==> config.mk <==
export PLATFORM = sky130hd
export DESIGN_NAME = kdsl_top
export DESIGN_NICKNAME = d
export VERILOG_FILES = /design/src/kdsl_debounce.v /design/src/kdsl_top.v
export VERILOG_INCLUDE_DIRS = /design/src
export SDC_FILE = /design/constraint.sdc
export NUM_CORES = 1
export LEC_CHECK = 0
export BUFFER_PORTS_ARGS = -buffer_cell sky130_fd_sc_hd__buf_2
export CORE_ASPECT_RATIO = 1.4
export CORE_MARGIN = 2
export CORE_UTILIZATION = 60
export CTS_BUF_LIST = sky130_fd_sc_hd__clkbuf_16
export DETAILED_ROUTE_END_ITERATION = 8
export PLACE_DENSITY = 0.82
export SYNTH_ARGS = -nofsm -noshare
export SYNTH_HDL_FRONTEND = slang
export SYNTH_SLANG_ARGS = --single-unit
==> constraint.sdc <==
create_clock -name MCLK -period 6.14 [get_ports MCLK]
set_input_delay 0.614 -clock MCLK [delete_from_list [all_inputs] [get_ports MCLK]]
set_output_delay 0.614 -clock MCLK [all_outputs]
set_load 0.02 [all_outputs]
==> src/kdsl_map.vh <==
// Constants for the keypad and display status logic.
`ifndef KDSL_MAP_VH
`define KDSL_MAP_VH
// Display modes.
`define KDSL_M_PWRUP   3'h0
`define KDSL_M_MONCODE 3'h1
`define KDSL_M_MONVAL  3'h2
`define KDSL_M_PARAM   3'h3
`define KDSL_M_SET     3'h4
`define KDSL_M_STATUS  3'h5
`define KDSL_M_FAULT   3'h6
// Save result codes shown after the confirm key.
`define KDSL_ST_SAVE_OK   3'h0
`define KDSL_ST_WPROT     3'h1
`define KDSL_ST_LOCKED    3'h2
`define KDSL_ST_RANGE     3'h3
`define KDSL_ST_RUNNING   3'h4
`define KDSL_ST_RESTART   3'h5
// Sign and byte indicator field encodings.
`define KDSL_IND_NONE  2'h0
`define KDSL_IND_LOW   2'h1
`define KDSL_IND_HIGH  2'h2
`define KDSL_IND_NEG   2'h3
// Timing, in milliseconds, and clock rate in kHz.
`define KDSL_CLK_KHZ     10000
`define KDSL_TICK_MS     1
`define KDSL_DEB_MS      20
`define KDSL_ONE_S_MS    1000
`define KDSL_TWO_S_MS    2000
`define KDSL_IDLE_MS     20000
`define KDSL_BLINK_MS    250
// Edit cursor positions and top monitor item index.
`define KDSL_DIG_LAST    3'h4
`define KDSL_MON_LAST    5'h1A
`endif

==> src/kdsl_debounce.v <==
// Key debouncer: synchronises one key and emits a single press pulse.
`default_nettype none
`include "kdsl_map.vh"
module kdsl_debounce #(
  parameter DEB_TICKS = `KDSL_DEB_MS
) (
  // Clock and reset
  input  wire MCLK,
  input  wire NRST,
  // Timing
  input  wire tick,
  // Key
  input  wire key_n,
  output reg  press,
  output reg  held
);
  reg        sync1_ff;
  reg        sync2_ff;
  reg        stable_ff;
  reg [7:0]  cnt_ff;
  always @(posedge MCLK or negedge NRST) begin
    if (!NRST) begin
      sync1_ff  <= 1'b0;
      sync2_ff  <= 1'b0;
      stable_ff <= 1'b0;
      cnt_ff    <= 8'h00;
      press     <= 1'b0;
      held      <= 1'b0;
    end else begin
      sync1_ff <= ~key_n;
      sync2_ff <= sync1_ff;
      press    <= 1'b0;
      // A level must stay unchanged for the whole window before it counts.
      if (sync2_ff == stable_ff) begin
        cnt_ff <= 8'h00;
      end else if (tick) begin
        if (cnt_ff == DEB_TICKS[7:0] - 8'h01) begin
          stable_ff <= sync2_ff;
          cnt_ff    <= 8'h00;
          press     <= sync2_ff;
        end else begin
          cnt_ff <= cnt_ff + 8'h01;
        end
      end
      held <= stable_ff;
    end
  end
endmodule // kdsl_debounce
`default_nettype wire

==> src/kdsl_top.v <==
// Front panel mode, status code and edit control for a five-digit display.
// Contract
// - Show save result about one second
// - Stored value shows save-ok code
// - Write-protected parameter shows read-only code
// - Missing or wrong password shows lock code
// - Bad or out-of-range value shows range code
// - Running servo refusal shows running code
// - Restart-effective parameter shows restart code
// - Decimal 32-bit shows high/low indicator
// - Decimal negative marked in two leftmost digits
// - Hexadecimal never shows a negative sign
// - Fault shows alarm prefix and code
// - Arrows change value, shift moves blinking digit
// - Shift held two seconds toggles sign
// - Sign toggle blocked when out of range
// - Negative entry only for decimal values
// - Power-up shows monitor code one second
// - Arrows or select setting change monitor item
// - Power-up item from stored select setting
// - Twenty seconds idle with alarm: fault mode
// - Confirm in monitor toggles dec/hex
`default_nettype none
`include "kdsl_map.vh"
module kdsl_top #(
  parameter TICK_CYC  = `KDSL_CLK_KHZ * `KDSL_TICK_MS,
  parameter ONE_S     = `KDSL_ONE_S_MS / `KDSL_TICK_MS,
  parameter TWO_S     = `KDSL_TWO_S_MS / `KDSL_TICK_MS,
  parameter IDLE_T    = `KDSL_IDLE_MS / `KDSL_TICK_MS,
  parameter BLINK_T   = `KDSL_BLINK_MS / `KDSL_TICK_MS,
  parameter DEB_TICKS = `KDSL_DEB_MS / `KDSL_TICK_MS
) (
  // Clock and reset
  input  wire        MCLK,
  input  wire        NRST,
  // Keypad, active low pins
  input  wire        KEY_MODE_N,
  input  wire        KEY_SHIFT_N,
  input  wire        KEY_UP_N,
  input  wire        KEY_DOWN_N,
  input  wire        KEY_CONFIRM_N,
  // Drive fault logic
  input  wire        ALARM,
  input  wire [11:0] FAULT_CODE,
  // Parameter store, same clock domain
  input  wire [4:0]  MONITOR_SELECT_SETTING,
  input  wire        MON_SEL_WR,
  input  wire        PARAM_HEX,
  input  wire        PARAM_WIDE,
  input  wire        PARAM_WPROT,
  input  wire        PARAM_LOCKED,
  input  wire        PARAM_RUN_LOCK,
  input  wire        PARAM_RESTART,
  input  wire        SERVO_ON,
  input  wire [31:0] PARAM_VALUE,
  input  wire [31:0] PARAM_MIN,
  input  wire [31:0] PARAM_MAX,
  input  wire [31:0] MONITOR_VALUE,
  // Parameter store write
  output reg         SAVE_STB,
  output reg  [31:0] SAVE_VALUE,
  // Display content
  output reg  [2:0]  DISP_MODE,
  output reg  [2:0]  STATUS_CODE,
  output reg  [4:0]  MONITOR_ITEM,
  output reg         SHOW_HEX,
  output reg  [1:0]  SIGN_IND,
  output reg         HIGH_PART,
  output reg  [31:0] DISP_VALUE,
  output reg  [11:0] ALARM_CODE,
  output reg  [2:0]  CURSOR_DIG,
  output reg         BLINK_OFF
);
  // ------------------------------------------------------------------
  // Prescaler and key events
  // ------------------------------------------------------------------
  reg  [15:0] pre_ff;
  reg         tick_ff;
  wire [4:0]  prs;
  wire [4:0]  hld;
  always @(posedge MCLK or negedge NRST) begin
    if (!NRST) begin
      pre_ff  <= 16'h0000;
      tick_ff <= 1'b0;
    end else begin
      tick_ff <= (pre_ff == TICK_CYC[15:0] - 16'h0001);
      pre_ff  <= (pre_ff == TICK_CYC[15:0] - 16'h0001) ? 16'h0000 : pre_ff + 16'h0001;
    end
  end
  kdsl_debounce #(.DEB_TICKS(DEB_TICKS)) u_k0 (.MCLK(MCLK), .NRST(NRST), .tick(tick_ff),
    .key_n(KEY_MODE_N), .press(prs[0]), .held(hld[0]));
  kdsl_debounce #(.DEB_TICKS(DEB_TICKS)) u_k1 (.MCLK(MCLK), .NRST(NRST), .tick(tick_ff),
    .key_n(KEY_SHIFT_N), .press(prs[1]), .held(hld[1]));
  kdsl_debounce #(.DEB_TICKS(DEB_TICKS)) u_k2 (.MCLK(MCLK), .NRST(NRST), .tick(tick_ff),
    .key_n(KEY_UP_N), .press(prs[2]), .held(hld[2]));
  kdsl_debounce #(.DEB_TICKS(DEB_TICKS)) u_k3 (.MCLK(MCLK), .NRST(NRST), .tick(tick_ff),
    .key_n(KEY_DOWN_N), .press(prs[3]), .held(hld[3]));
  kdsl_debounce #(.DEB_TICKS(DEB_TICKS)) u_k4 (.MCLK(MCLK), .NRST(NRST), .tick(tick_ff),
    .key_n(KEY_CONFIRM_N), .press(prs[4]), .held(hld[4]));
  wire any_key = |prs;

  // ------------------------------------------------------------------
  // Alarm synchroniser and helpers
  // ------------------------------------------------------------------
  reg alarm1_ff;
  reg alarm2_ff;
  always @(posedge MCLK or negedge NRST) begin
    if (!NRST) begin
      alarm1_ff <= 1'b0;
      alarm2_ff <= 1'b0;
    end else begin
      alarm1_ff <= ALARM;
      alarm2_ff <= alarm1_ff;
    end
  end

  // Decimal step of the selected digit, 10 to the power of the position.
  function [31:0] dig_step;
    input [2:0] pos;
    begin
      case (pos)
        3'h0:    dig_step = 32'h00000001;
        3'h1:    dig_step = 32'h0000000A;
        3'h2:    dig_step = 32'h00000064;
        3'h3:    dig_step = 32'h000003E8;
        default: dig_step = 32'h00002710;
      endcase
    end
  endfunction

  function in_range;
    input [31:0] v;
    input [31:0] lo;
    input [31:0] hi;
    begin
      in_range = ($signed(v) >= $signed(lo)) && ($signed(v) <= $signed(hi));
    end
  endfunction

  // ------------------------------------------------------------------
  // Mode machine
  // ------------------------------------------------------------------
  reg [2:0]  mode_ff;
  reg [2:0]  back_ff;
  reg [14:0] tmr_ff;
  reg [14:0] idle_ff;
  reg [11:0] shold_ff;
  reg        sdone_ff;
  reg [7:0]  blk_ff;
  reg [31:0] edit_ff;
  reg        alarm_old_ff;
  reg [2:0]  nxt_mode;
  wire [31:0] step = PARAM_HEX ? (32'h00000001 << {CURSOR_DIG, 2'b00}) : dig_step(CURSOR_DIG);
  wire [31:0] negv = 32'h00000000 - edit_ff;
  wire        alarm_rise = alarm2_ff & ~alarm_old_ff;
  wire        fault_go   = (mode_ff != `KDSL_M_FAULT) && (mode_ff != `KDSL_M_PWRUP) &&
                           (mode_ff != `KDSL_M_MONCODE) &&
                           (alarm_rise || (alarm2_ff && idle_ff == IDLE_T[14:0]));
  wire        one_s_up   = tick_ff && (tmr_ff == ONE_S[14:0] - 15'h0001);

  // Next display mode; a fault entry overrides whatever key came in the same cycle.
  always @* begin
    nxt_mode = mode_ff;
    case (mode_ff)
      `KDSL_M_PWRUP: begin
        nxt_mode = `KDSL_M_MONCODE;
      end
      `KDSL_M_MONCODE: begin
        if (one_s_up) nxt_mode = `KDSL_M_MONVAL;
      end
      `KDSL_M_MONVAL: begin
        if (prs[2] | prs[3]) nxt_mode = `KDSL_M_MONCODE;
        if (prs[0]) nxt_mode = `KDSL_M_PARAM;
      end
      `KDSL_M_PARAM: begin
        if (prs[0]) nxt_mode = `KDSL_M_MONVAL;
        if (prs[4]) nxt_mode = `KDSL_M_SET;
      end
      `KDSL_M_SET: begin
        if (prs[0]) nxt_mode = `KDSL_M_PARAM;
        if (prs[4]) nxt_mode = `KDSL_M_STATUS;
      end
      `KDSL_M_STATUS: begin
        if (one_s_up) nxt_mode = `KDSL_M_PARAM;
      end
      `KDSL_M_FAULT: begin
        if (prs[0]) nxt_mode = back_ff;
      end
      default: nxt_mode = `KDSL_M_PWRUP;
    endcase
    if (fault_go) nxt_mode = `KDSL_M_FAULT;
  end

  always @(posedge MCLK or negedge NRST) begin
    if (!NRST) begin
      mode_ff      <= `KDSL_M_PWRUP;
      back_ff      <= `KDSL_M_PARAM;
      tmr_ff       <= 15'h0000;
      idle_ff      <= 15'h0000;
      shold_ff     <= 12'h000;
      sdone_ff     <= 1'b0;
      blk_ff       <= 8'h00;
      edit_ff      <= 32'h00000000;
      alarm_old_ff <= 1'b0;
      SAVE_STB     <= 1'b0;
      SAVE_VALUE   <= 32'h00000000;
      STATUS_CODE  <= `KDSL_ST_SAVE_OK;
      MONITOR_ITEM <= 5'h00;
      SHOW_HEX     <= 1'b0;
      CURSOR_DIG   <= 3'h0;
      BLINK_OFF    <= 1'b0;
    end else begin
      alarm_old_ff <= alarm2_ff;
      SAVE_STB     <= 1'b0;
      if (tick_ff) begin
        tmr_ff <= tmr_ff + 15'h0001;
        if (idle_ff != IDLE_T[14:0]) idle_ff <= idle_ff + 15'h0001;
        blk_ff <= (blk_ff == BLINK_T[7:0] - 8'h01) ? 8'h00 : blk_ff + 8'h01;
        if (blk_ff == BLINK_T[7:0] - 8'h01) BLINK_OFF <= ~BLINK_OFF;
      end
      if (any_key) idle_ff <= 15'h0000;
      if (MON_SEL_WR) MONITOR_ITEM <= MONITOR_SELECT_SETTING;
      case (mode_ff)
        `KDSL_M_PWRUP: begin
          MONITOR_ITEM <= MONITOR_SELECT_SETTING;
          tmr_ff       <= 15'h0000;
        end
        `KDSL_M_MONVAL: begin
          if (prs[4]) SHOW_HEX <= ~SHOW_HEX;
          if (prs[2] | prs[3]) begin
            if (prs[2])
              MONITOR_ITEM <= (MONITOR_ITEM == `KDSL_MON_LAST) ? 5'h00 : MONITOR_ITEM + 5'h01;
            else
              MONITOR_ITEM <= (MONITOR_ITEM == 5'h00) ? `KDSL_MON_LAST : MONITOR_ITEM - 5'h01;
            tmr_ff   <= 15'h0000;
          end
        end
        `KDSL_M_PARAM: begin
          if (prs[4]) begin
            edit_ff    <= PARAM_VALUE;
            CURSOR_DIG <= 3'h0;
          end
        end
        `KDSL_M_SET: begin
          if (prs[2]) edit_ff <= edit_ff + step;
          if (prs[3]) edit_ff <= edit_ff - step;
          if (prs[1]) begin
            CURSOR_DIG <= (CURSOR_DIG == `KDSL_DIG_LAST) ? 3'h0 : CURSOR_DIG + 3'h1;
            shold_ff   <= 12'h000;
            sdone_ff   <= 1'b0;
          end else if (hld[1] && tick_ff && !sdone_ff) begin
            shold_ff <= shold_ff + 12'h001;
            if (shold_ff == TWO_S[11:0] - 12'h001) begin
              sdone_ff <= 1'b1;
              // Hex values are always positive, and the flip must stay in range.
              if (!PARAM_HEX && in_range(negv, PARAM_MIN, PARAM_MAX))
                edit_ff <= negv;
            end
          end
          if (prs[4]) begin
            tmr_ff <= 15'h0000;
            // Refusal priority: protection, then password, then running, then range.
            if (PARAM_WPROT)
              STATUS_CODE <= `KDSL_ST_WPROT;
            else if (PARAM_LOCKED)
              STATUS_CODE <= `KDSL_ST_LOCKED;
            else if (PARAM_RUN_LOCK && SERVO_ON)
              STATUS_CODE <= `KDSL_ST_RUNNING;
            else if (!in_range(edit_ff, PARAM_MIN, PARAM_MAX))
              STATUS_CODE <= `KDSL_ST_RANGE;
            else begin
              SAVE_STB    <= 1'b1;
              SAVE_VALUE  <= edit_ff;
              STATUS_CODE <= PARAM_RESTART ? `KDSL_ST_RESTART : `KDSL_ST_SAVE_OK;
            end
          end
        end
        default: begin
        end
      endcase
      if (fault_go) begin
        back_ff <= mode_ff;
        idle_ff <= 15'h0000;
      end
      if (mode_ff == `KDSL_M_FAULT && prs[0]) idle_ff <= 15'h0000;
      mode_ff <= nxt_mode;
    end
  end

  // ------------------------------------------------------------------
  // Display content
  // ------------------------------------------------------------------
  reg [31:0] src;
  reg        wide;
  reg        hex;
  always @* begin
    src  = (mode_ff == `KDSL_M_SET) ? edit_ff :
           (mode_ff == `KDSL_M_PARAM) ? PARAM_VALUE : MONITOR_VALUE;
    wide = (mode_ff == `KDSL_M_MONVAL) ? 1'b1 : PARAM_WIDE;
    hex  = (mode_ff == `KDSL_M_MONVAL) ? SHOW_HEX : PARAM_HEX;
  end

  always @(posedge MCLK or negedge NRST) begin
    if (!NRST) begin
      DISP_MODE  <= `KDSL_M_PWRUP;
      SIGN_IND   <= `KDSL_IND_NONE;
      HIGH_PART  <= 1'b0;
      DISP_VALUE <= 32'h00000000;
      ALARM_CODE <= 12'h000;
    end else begin
      DISP_MODE  <= mode_ff;
      ALARM_CODE <= FAULT_CODE;
      HIGH_PART  <= hld[2] & hld[3];
      if (!hex && (wide ? src[31] : src[15])) begin
        SIGN_IND   <= `KDSL_IND_NEG;
        DISP_VALUE <= wide ? 32'h00000000 - src : {16'h0000, 16'h0000 - src[15:0]};
      end else begin
        // Hex display never carries a sign.
        SIGN_IND   <= (!hex && wide) ? ((hld[2] & hld[3]) ? `KDSL_IND_HIGH : `KDSL_IND_LOW)
                                     : `KDSL_IND_NONE;
        DISP_VALUE <= wide ? src : {16'h0000, src[15:0]};
      end
    end
  end
endmodule // kdsl_top
`default_nettype wire

==> results.md, run 1 <==
- From synthesis to final layout, the design area changed by 13.39%.
- The average size of a mapped cell is 8.569 um2.
- The area of the mapped netlist is 0.01980 mm2.
- The number of antenna violations at the first check in global routing is 6.
- The gate count of the mapped netlist is 2310.
- The post-CTS setup buffer count is 0.
- The final setup violation count is 0.
- For this run, the total global-route usage over all layers was measured as 0.3503.
- The via count of the first global-routing pass came to roughly 18000.
- Clock-pin slew was measured on the worst setup and hold paths at 0.06 ns.
- The cell at the root of the clock tree is sky130_fd_sc_hd__clkbuf_16.
- At the end of the flow, the number of nets in the layout was 2870.
- The starting density of the core is 0.6091.
- The number of vias per cell after detailed routing is 6.242.
- The total number of yosys warnings is 0.
- The total iterations of the first detailed-routing run is 7.
- The synthesized design contains 0 enable-type register cells.
- The most common cell after layout, fill and taps aside is sky130_fd_sc_hd__dfrtp_1.
- The total clock buffers created by CTS is 28.
- In this run the worst hold path is classified as in -> async.
- The hold violation count in the final report was 0.
- The total power divided by cell area is 176.3 mW/mm2.
- After synthesis, the share of cell area in mux cells is 0.03514.
- Synthesis instantiated 96 different standard cells from the library.
- In this run, synthesis produced a sequential element count of roughly 270.
- The die boundary width is 157.5 um.
- The worst-case headroom to the max-slew limit is 0.2214.
- The area enclosed by the die boundary is around 0.034 mm2.
- Timing would allow up to about 180 MHz.
- In this run the remaining antenna-violating nets after routing total 0.
- The detailed placer's ending HPWL is ~46000 um.
- Across the run, the number of max-cap violations was 0.
- Of the total synthesized cell area, the portion taken by full adders, half adders and majority gates is 0.1177.
- Of all flip-flops after synthesis, the portion carrying an async set or reset was 1.000.
- In this run the worst path has a maximum fanout of 13.
- The post-cts repair resize count is 0.
- The worst setup path is launched from a flip-flop.
- CTS built an H-tree with a depth of 1.
- In this design, the largest share of critical-path delay is due to simple AND/OR/NAND/NOR gates.
- TritonCTS built the clock tree.
- At the worst endpoint, the required time is around 6.6 ns.
- STA classifies the critical path endpoint as a flip-flop.
- The via count is about 19000.
- After routing, the total negative slack on setup checks comes to 0 ns.
- In the routed design, unresolved DRC markers number 0.
- Setup repair after global routing left no endpoint under its margin.
- Of the available clock period, the critical path in the final layout requires 0.9256.
- The placeable core area is 0.03250 mm2.
- For the pin with the worst max-slew slack, the measured transition is ~1.2 ns.
- The number of max-slew violations in the final report is 0.
- Across the VDD grid, the largest voltage drop is around 0.28 mV.
- During placement, the flow inserted port buffers numbering 256.
- The largest family of logic cells by synthesized area is simple AND/OR/NAND/NOR gates.
- The die is 218.9 um tall.
- The congestion estimate from routability-driven global placement came to 0.9975.
- The worst endpoint data arrival time is 6.11 ns.
- The static leakage power is 10.79 nW.
- The number of top-level pins is 257.
- The worst setup path is of the reg -> reg kind.
- The flow ran to the end, and the final reports show no timing, DRC or antenna violations.
- In the layout the commonest cells are 265 x sky130_fd_sc_hd__dfrtp_1, 255 x sky130_fd_sc_hd__buf_2, 232 x sky130_fd_sc_hd__nor2_1.
- The insertion delay of the later-clocked pin in the worst-skew pair is 0.57 ns.
- The number of buffers inserted for hold repair after clock tree synthesis is 0.
- Hold is met by 0.1296 ns.
- The worst setup skew after layout is approximately 0.017 ns.
- Entering global routing, the biggest net connects 151 pins.
- The total number of placement rows is 78.
- Of the total synthesized cell area, the portion taken by XOR and XNOR cells is 0.06460.
- The worst path needs 5.683 ns of the cycle, external delays included.
- Of the total synthesized cell area, the portion taken by AND, OR, NAND and NOR gates is 0.2164.
- The buffering stage count on the worst path with inverters included is 2.
- The share of the synthesized area in compound gates (AO/OA/AOI/OAI) came to 0.1782.
- The first global-routing pass estimated 94900 um of wire.
- Of the cells placed in the final design, the portion with a size suffix greater than 1 is 0.1709.
- The average wire per cell in the routed design is ~20 um.
- The delay of the slowest critical-path stage is roughly 0.53 ns.
- The global route total overflow is 0.
- The primary flip-flop cell chosen by synthesis mapping is sky130_fd_sc_hd__dfrtp_1.
- The highest-delay cell along the critical path is sky130_fd_sc_hd__dfrtp_1.
- The final layout contains routed wiring with a total length of 61100 um.
- The sequential element share of the synthesized area is 0.3389.
- The TritonCTS sink count is 268.
- Counting every net in the synthesized netlist gives 2656.
- The initial DRC count is 1523.
- The number of buffers between clock root and the deepest sink is 3.
- Walking the worst path, the cells encountered are inv_1, ha_1, nand2_2, nor3b_4, nand2_2, or3_4, or4_4, nor4_2, xnor2_1, ha_1, nand4_1, nor4_2, and2_1, o31ai_1, nand4_1, mux2_2, a221oi_2, buf_4, mux2i_1, xor2_1, a21oi_1.
==> where the power goes <==
group          switching (mW)  internal (mW)  leakage [nW]
Clock                   0.766          0.952         0.457
Sequential             0.0227           1.80          3.53
Combinational           0.263          0.155          6.80
==> stage by stage <==
| step | power [mW] | cell area, um2 | worst slack [ns] | util | cells |
|---|---|---|---|---|---|
| after floorplan | 2.072 | 19800 | 0.9539 | - | 2310 |
| after global placement | 2.258 | 21510 | 0.5986 | 0.6620 | 2934 |
| after detailed placement | 2.268 | 21510 | 0.3814 | 0.6620 | 2934 |
| after CTS | 3.978 | 22430 | 0.3272 | 0.6903 | 2986 |
| after global routing | 4.096 | 22450 | 0.1161 | 0.6907 | 2989 |
| final | 3.958 | 22450 | 0.4571 | 0.6907 | 2989 |
==> worst paths after layout <==
kind | from | end | slack, ns | cells past startpoint
worst max-delay path | edit_ff[1] | edit_ff[26] | 0.46 | 21
worst min-delay path | NRST | u_k2.cnt_ff[1] | 0.13 | 1
worst max register to register | edit_ff[1] | edit_ff[26] | 0.46 | 21
worst min register to register | u_k3.sync1_ff | u_k3.sync2_ff | 0.35 | 0
max in group asynchronous | NRST | SAVE_VALUE[4] | 4.69 | 2
min in group MCLK | FAULT_CODE[1] | ALARM_CODE[1] | 0.16 | 1
==> synthesized netlist by cell type, types with 26 or more instances <==
| cell type | count | area (um2) |
|---|---|---|
| sky130_fd_sc_hd__a21o_1 | 26 | 195.2 |
| sky130_fd_sc_hd__a21oi_1 | 131 | 655.6 |
| sky130_fd_sc_hd__a31oi_1 | 35 | 219.0 |
| sky130_fd_sc_hd__and3_1 | 37 | 231.5 |
| sky130_fd_sc_hd__clkbuf_1 | 82 | 307.8 |
| sky130_fd_sc_hd__dfrtp_1 | 266 | 6656 |
| sky130_fd_sc_hd__ha_1 | 183 | 2290 |
| sky130_fd_sc_hd__inv_1 | 138 | 518.0 |
| sky130_fd_sc_hd__mux2_2 | 44 | 495.5 |
| sky130_fd_sc_hd__nand2_1 | 208 | 780.8 |
| sky130_fd_sc_hd__nand2b_1 | 29 | 181.4 |
| sky130_fd_sc_hd__nand3_1 | 70 | 350.3 |
| sky130_fd_sc_hd__nand4_1 | 58 | 362.9 |
| sky130_fd_sc_hd__nor2_1 | 234 | 878.3 |
| sky130_fd_sc_hd__nor3_1 | 34 | 170.2 |
| sky130_fd_sc_hd__nor3b_1 | 38 | 285.3 |
| sky130_fd_sc_hd__o21ai_0 | 162 | 810.8 |
| sky130_fd_sc_hd__o221ai_1 | 26 | 227.7 |
| sky130_fd_sc_hd__xnor2_1 | 64 | 560.5 |
| sky130_fd_sc_hd__xor2_1 | 82 | 718.2 |
==> worst register-to-register path: cells and delay by family, from the launching register on <==
kind | cells | cell delay, ns
and+or+nand+nor | 10 | 2.54
muxes | 2 | 0.60
DFF | 1 | 0.53
xor gates and xnor gates | 2 | 0.37
buffers and inverters | 2 | 0.46
AOI/OAI and AO/OA | 3 | 0.46
adders and majority gates | 2 | 0.61
==> cell type report <==
class	instances	area [um2]
multi-input cells	1795	12150
repair buffers	292	1587
flip-flops and latches	268	6710
clock inverters	23	193.9
clock buffers	29	725.7
well taps	440	550.5
diodes	3	7.507
inverters	139	521.8
fillers	2664	10050
==> flip-flops by register name, indices dropped and copies added, names as in the netlist, 2 cells and up <==
signal        count
STATUS_CODE       3
mode_ff           3
ALARM_CODE       12
u_k4.cnt_ff       8
SIGN_IND          2
shold_ff         12
SAVE_VALUE       32
MONITOR_ITEM      5
back_ff           3
edit_ff          32
blk_ff            8
DISP_VALUE       32
u_k2.cnt_ff       8
DISP_MODE         3
pre_ff           16
tmr_ff           15
u_k3.cnt_ff       8
u_k0.cnt_ff       8
CURSOR_DIG        3
idle_ff          15
u_k1.cnt_ff       8
==> routing by layer <==
layer / vias up / global-route usage / wire [um]
met5: - / 0 / 38
met4: 6 / 0.2188 / 4235
met3: 220 / 0.05371 / 4223
met2: 788 / 0.5908 / 29470
met1: 8915 / 0.4171 / 23140
li1: 8729 / - / -
==> logic make-up after synthesis <==
kind of cell	count (synthesis)
flops	268
compound gates	553
fa+ha+maj	185
xor+xnor	146
buf+inv	247
mux	64
simple gates	847
No activity file was read; power rests on OpenSTA's default activity.
==> inputs of run 2 (changes only) <==
- BUFFER_PORTS_ARGS: -buffer_cell sky130_fd_sc_hd__buf_2 -> -buffer_cell sky130_fd_sc_hd__buf_4
- CORE_MARGIN: 2 -> 3
- MAX_ROUTING_LAYER: default -> met4
==> run 2 against run 1 <==
  * Combinational power is 11% higher
  * Power is 1.1% lower
  * Highest routed layer is now met4
  * Clock skew is 0.0050 ns lower
  * Fmax is 0.48% higher
  * Die area is 2.2% higher
  * Global-route usage is 1.4 points higher
==> results.md, run 2 (synthesized netlist as in run 1, its figures left out) <==
- For this design, the sink count on the clock tree is between 200 and 300.
- The pin count of the biggest net entering global routing is 159.
- The biggest fanout along the worst timing path is 13.
- Setup repair after global routing left no endpoint under its margin.
- For this block, the initial DRC count from the detailed router was 1705.
- Max-cap violations in this run came to 0.
- For the final routed database, the setup TNS stands at 0 ns.
- The library cells used most frequently in the layout, excluding fill and tap cells, are 288 x sky130_fd_sc_hd__buf_4, 265 x sky130_fd_sc_hd__dfrtp_1, 232 x sky130_fd_sc_hd__nor2_1.
- The average wire per cell in the routed design is about 22 um.
- STA classifies the critical path endpoint as a flip-flop.
- The maximum level of the CTS H-tree is 1.
- The hold violation count in the final report is 0.
- The post-place setup slack is 0.4599 ns.
- The residual DRC count is 0.
- The run finished with clean final reports.
- The detailed placer's ending HPWL is 48760 um.
- The register share of total power is 0.466.
- The total of buffers placed on input and output ports is around 260.
- The area enclosed by the die boundary is between 0.03 and 0.04 mm2.
- The post-CTS clock slew at the launch and capture registers of the worst setup and hold paths is 0.06 ns.
- The layer flagged by global routing as most heavily used is met2.
- The post-CTS setup buffer count is 0.
- The area growth from synthesis to layout is 16.16%.
- The most common cell after layout, fill and taps aside is sky130_fd_sc_hd__buf_4.
- The placer congestion estimate is 1.024.
- Across all hold checks on the routed design, the worst slack comes to 0.1016 ns.
- In the global route stage, met3 resource usage came out at 0.04925.
- The count of nets after finishing is 2868.
- The fraction of power consumed by combinational cells is 0.119.
- The total number of placement rows is 78.
- For this design, the CTS-stage hold fixing added 0 buffers.
- The wire length of the first global-routing pass is 100900 um.
- Of the total power, the clock network draws 0.415.
- The number of buffers between clock root and the deepest sink is 3.
- Counting I/O delays and the setup requirement, the final critical path takes 5.656 ns.
- The total iterations of the first detailed-routing run is 5.
- The worst hold path belongs to the class in -> async.
- In the finished design, the share of the clock period the worst path needs comes to 0.9212.
- The number of antenna violations at the first check in global routing is 2.
- The total power divided by cell area is 170.3 mW/mm2.
- The fraction of final layout cells sized beyond drive strength 1 is 0.1688.
- The kind of start point of the critical path is a flip-flop.
- For the worst flop-to-flop path, the logic depth is 21.
- The net switching fraction of the power is 0.2630.
- The static leakage power is 10.93 nW.
- For the worst-skew pair, the clock arrives at the later sink with an insertion delay of 0.56 ns.
- Between clock sinks in the finished design, the worst skew comes to 0.01230 ns.
- The die boundary width is about 160 um.
- The internal power of the cells totals 2.886 mW.
- The placeable core area is 0.03250 mm2.
- Setup violations remaining at the end of the flow were counted as 0.
- The cell at the root of the clock tree is sky130_fd_sc_hd__clkbuf_16.
- The starting density of the core is 0.6091.
- VDD sags by at most 0.2937 mV.
- The maximum clock rate is 176.8 MHz.
- For the worst setup path, the data arrival time is 6.07 ns.
- The number of vias per cell after detailed routing is 6.251.
- The fraction of met1 tracks used by global routing is 0.4190.
- The CTS tree is yes.
- The global routing met2 resource utilization is 0.6290.
- The total clock buffers created by CTS is 27.
- The global route total overflow is 0.
- Summed over all layers, the routed wires come to 64370 um.
- In the final layout, the registers with the most flip-flops are DISP_VALUE x32, SAVE_VALUE x32, edit_ff x32.
- The critical path required time is 6.56 ns.
- At the pin with the least slew margin, the transition time is roughly 1.1 ns.
- The number of top-level pins is 257.
- In this run the tightest slew margin relative to its limit is 0.2385.
- The switching power summed over all nets is 1.030 mW.
- The detail route stage leaves a number of antenna-violating nets equal to 0.
- The combined global-route utilization of all metal layers is 0.3643.
- The number of max-slew violations in the final report was 0.
- The setup slack after layout is between 0.4 and 0.5 ns.
- The via count of the first global-routing pass is between 15000 and 20000.
- The via count is 18650.
- The floorplan step set the die height to between 200 and 250 um.
- The kind of critical path is reg -> reg.
run 2: cell count changes in the layout (fill, tap and decap cells not counted):
cell / delta
sky130_fd_sc_hd__inv_8: -1
sky130_fd_sc_hd__buf_4: +254
sky130_fd_sc_hd__clkinv_2: +2
sky130_fd_sc_hd__clkinv_4: -1
sky130_fd_sc_hd__clkinvlp_4: -2
sky130_fd_sc_hd__diode_2: -1
sky130_fd_sc_hd__clkbuf_16: -2
sky130_fd_sc_hd__inv_1: +1
sky130_fd_sc_hd__inv_6: -1
sky130_fd_sc_hd__buf_2: -255
run 2: power groups by stage:
stage	Combinational, mW	Clock [mW]	Sequential, mW
2_1_floorplan	0.188	0	1.88
3_3_place_gp	0.451	0	1.85
3_5_place_dp	0.462	0	1.86
4_1_cts	0.465	1.63	1.82
5_1_grt	0.509	1.70	1.83
6_report	0.466	1.63	1.82
run 2: final timing paths:
path	to	slack, ns	startpoint
max in group asynchronous	u_k1.sync2_ff	4.61	NRST
worst min register to register	u_k0.sync2_ff	0.35	u_k0.sync1_ff
min in group MCLK	ALARM_CODE[4]	0.16	FAULT_CODE[4]
worst max-delay path	edit_ff[26]	0.48	edit_ff[1]
worst min-delay path	u_k2.cnt_ff[3]	0.10	NRST
worst max register to register	edit_ff[26]	0.48	edit_ff[1]
run 2: through the flow:
| stage | utilization | total power [mW] | instance area [um2] | std cells |
|---|---|---|---|---|
| finish | 0.7076 | 3.916 | 22990 | 2983 |
| global placement | 0.6814 | 2.305 | 22140 | 2933 |
| floorplan | - | 2.072 | 19800 | 2310 |
| global route | 0.7076 | 4.040 | 22990 | 2983 |
| detailed placement | 0.6814 | 2.318 | 22140 | 2933 |
| CTS | 0.7072 | 3.918 | 22980 | 2981 |
run 2: area by class of cell:
| cell class | count | area, um2 |
|---|---|---|
| multi-input combinational | 1795 | 12150 |
| fill | 2578 | 9504 |
| sequential | 268 | 6710 |
| timing repair buffer | 291 | 2217 |
| clock buffer | 27 | 675.6 |
| tap | 440 | 550.5 |
| inverter | 139 | 521.8 |
| clock inverter | 21 | 163.9 |
| antenna | 2 | 5.005 |
run 2: critical path, stage by stage, from the launching register on:
cell,delay [ns]
sky130_fd_sc_hd__dfrtp_1,0.54
sky130_fd_sc_hd__inv_1,0.19
sky130_fd_sc_hd__ha_1,0.26
sky130_fd_sc_hd__nand2_2,0.11
sky130_fd_sc_hd__nor3b_4,0.26
sky130_fd_sc_hd__nand2_2,0.14
sky130_fd_sc_hd__or3_4,0.44
sky130_fd_sc_hd__or4_4,0.48
sky130_fd_sc_hd__nor4_2,0.18
sky130_fd_sc_hd__xnor2_1,0.17
sky130_fd_sc_hd__ha_1,0.34
sky130_fd_sc_hd__nand4_1,0.20
sky130_fd_sc_hd__nor4_2,0.35
sky130_fd_sc_hd__and2_1,0.21
sky130_fd_sc_hd__o31ai_1,0.11
sky130_fd_sc_hd__nand4_1,0.15
sky130_fd_sc_hd__mux2_2,0.35
sky130_fd_sc_hd__a221oi_2,0.26
sky130_fd_sc_hd__buf_4,0.27
sky130_fd_sc_hd__mux2i_1,0.25
sky130_fd_sc_hd__xor2_1,0.17
sky130_fd_sc_hd__a21oi_1,0.09
run 2: what timing repair did:
item | CTS | global route
resized for setup | 0 | 1
endpoints found under the hold margin | 0 | 0
endpoints found under the setup margin | 0 | 3
run 2: per-layer routing:
| layer | vias up | share of wire |
|---|---|---|
| li1 | 8700 | - |
| met1 | 8991 | 0.38 |
| met2 | 769 | 0.50 |
| met3 | 188 | 0.062 |
| met4 | 0 | 0.054 |
| met5 | - | 0 |
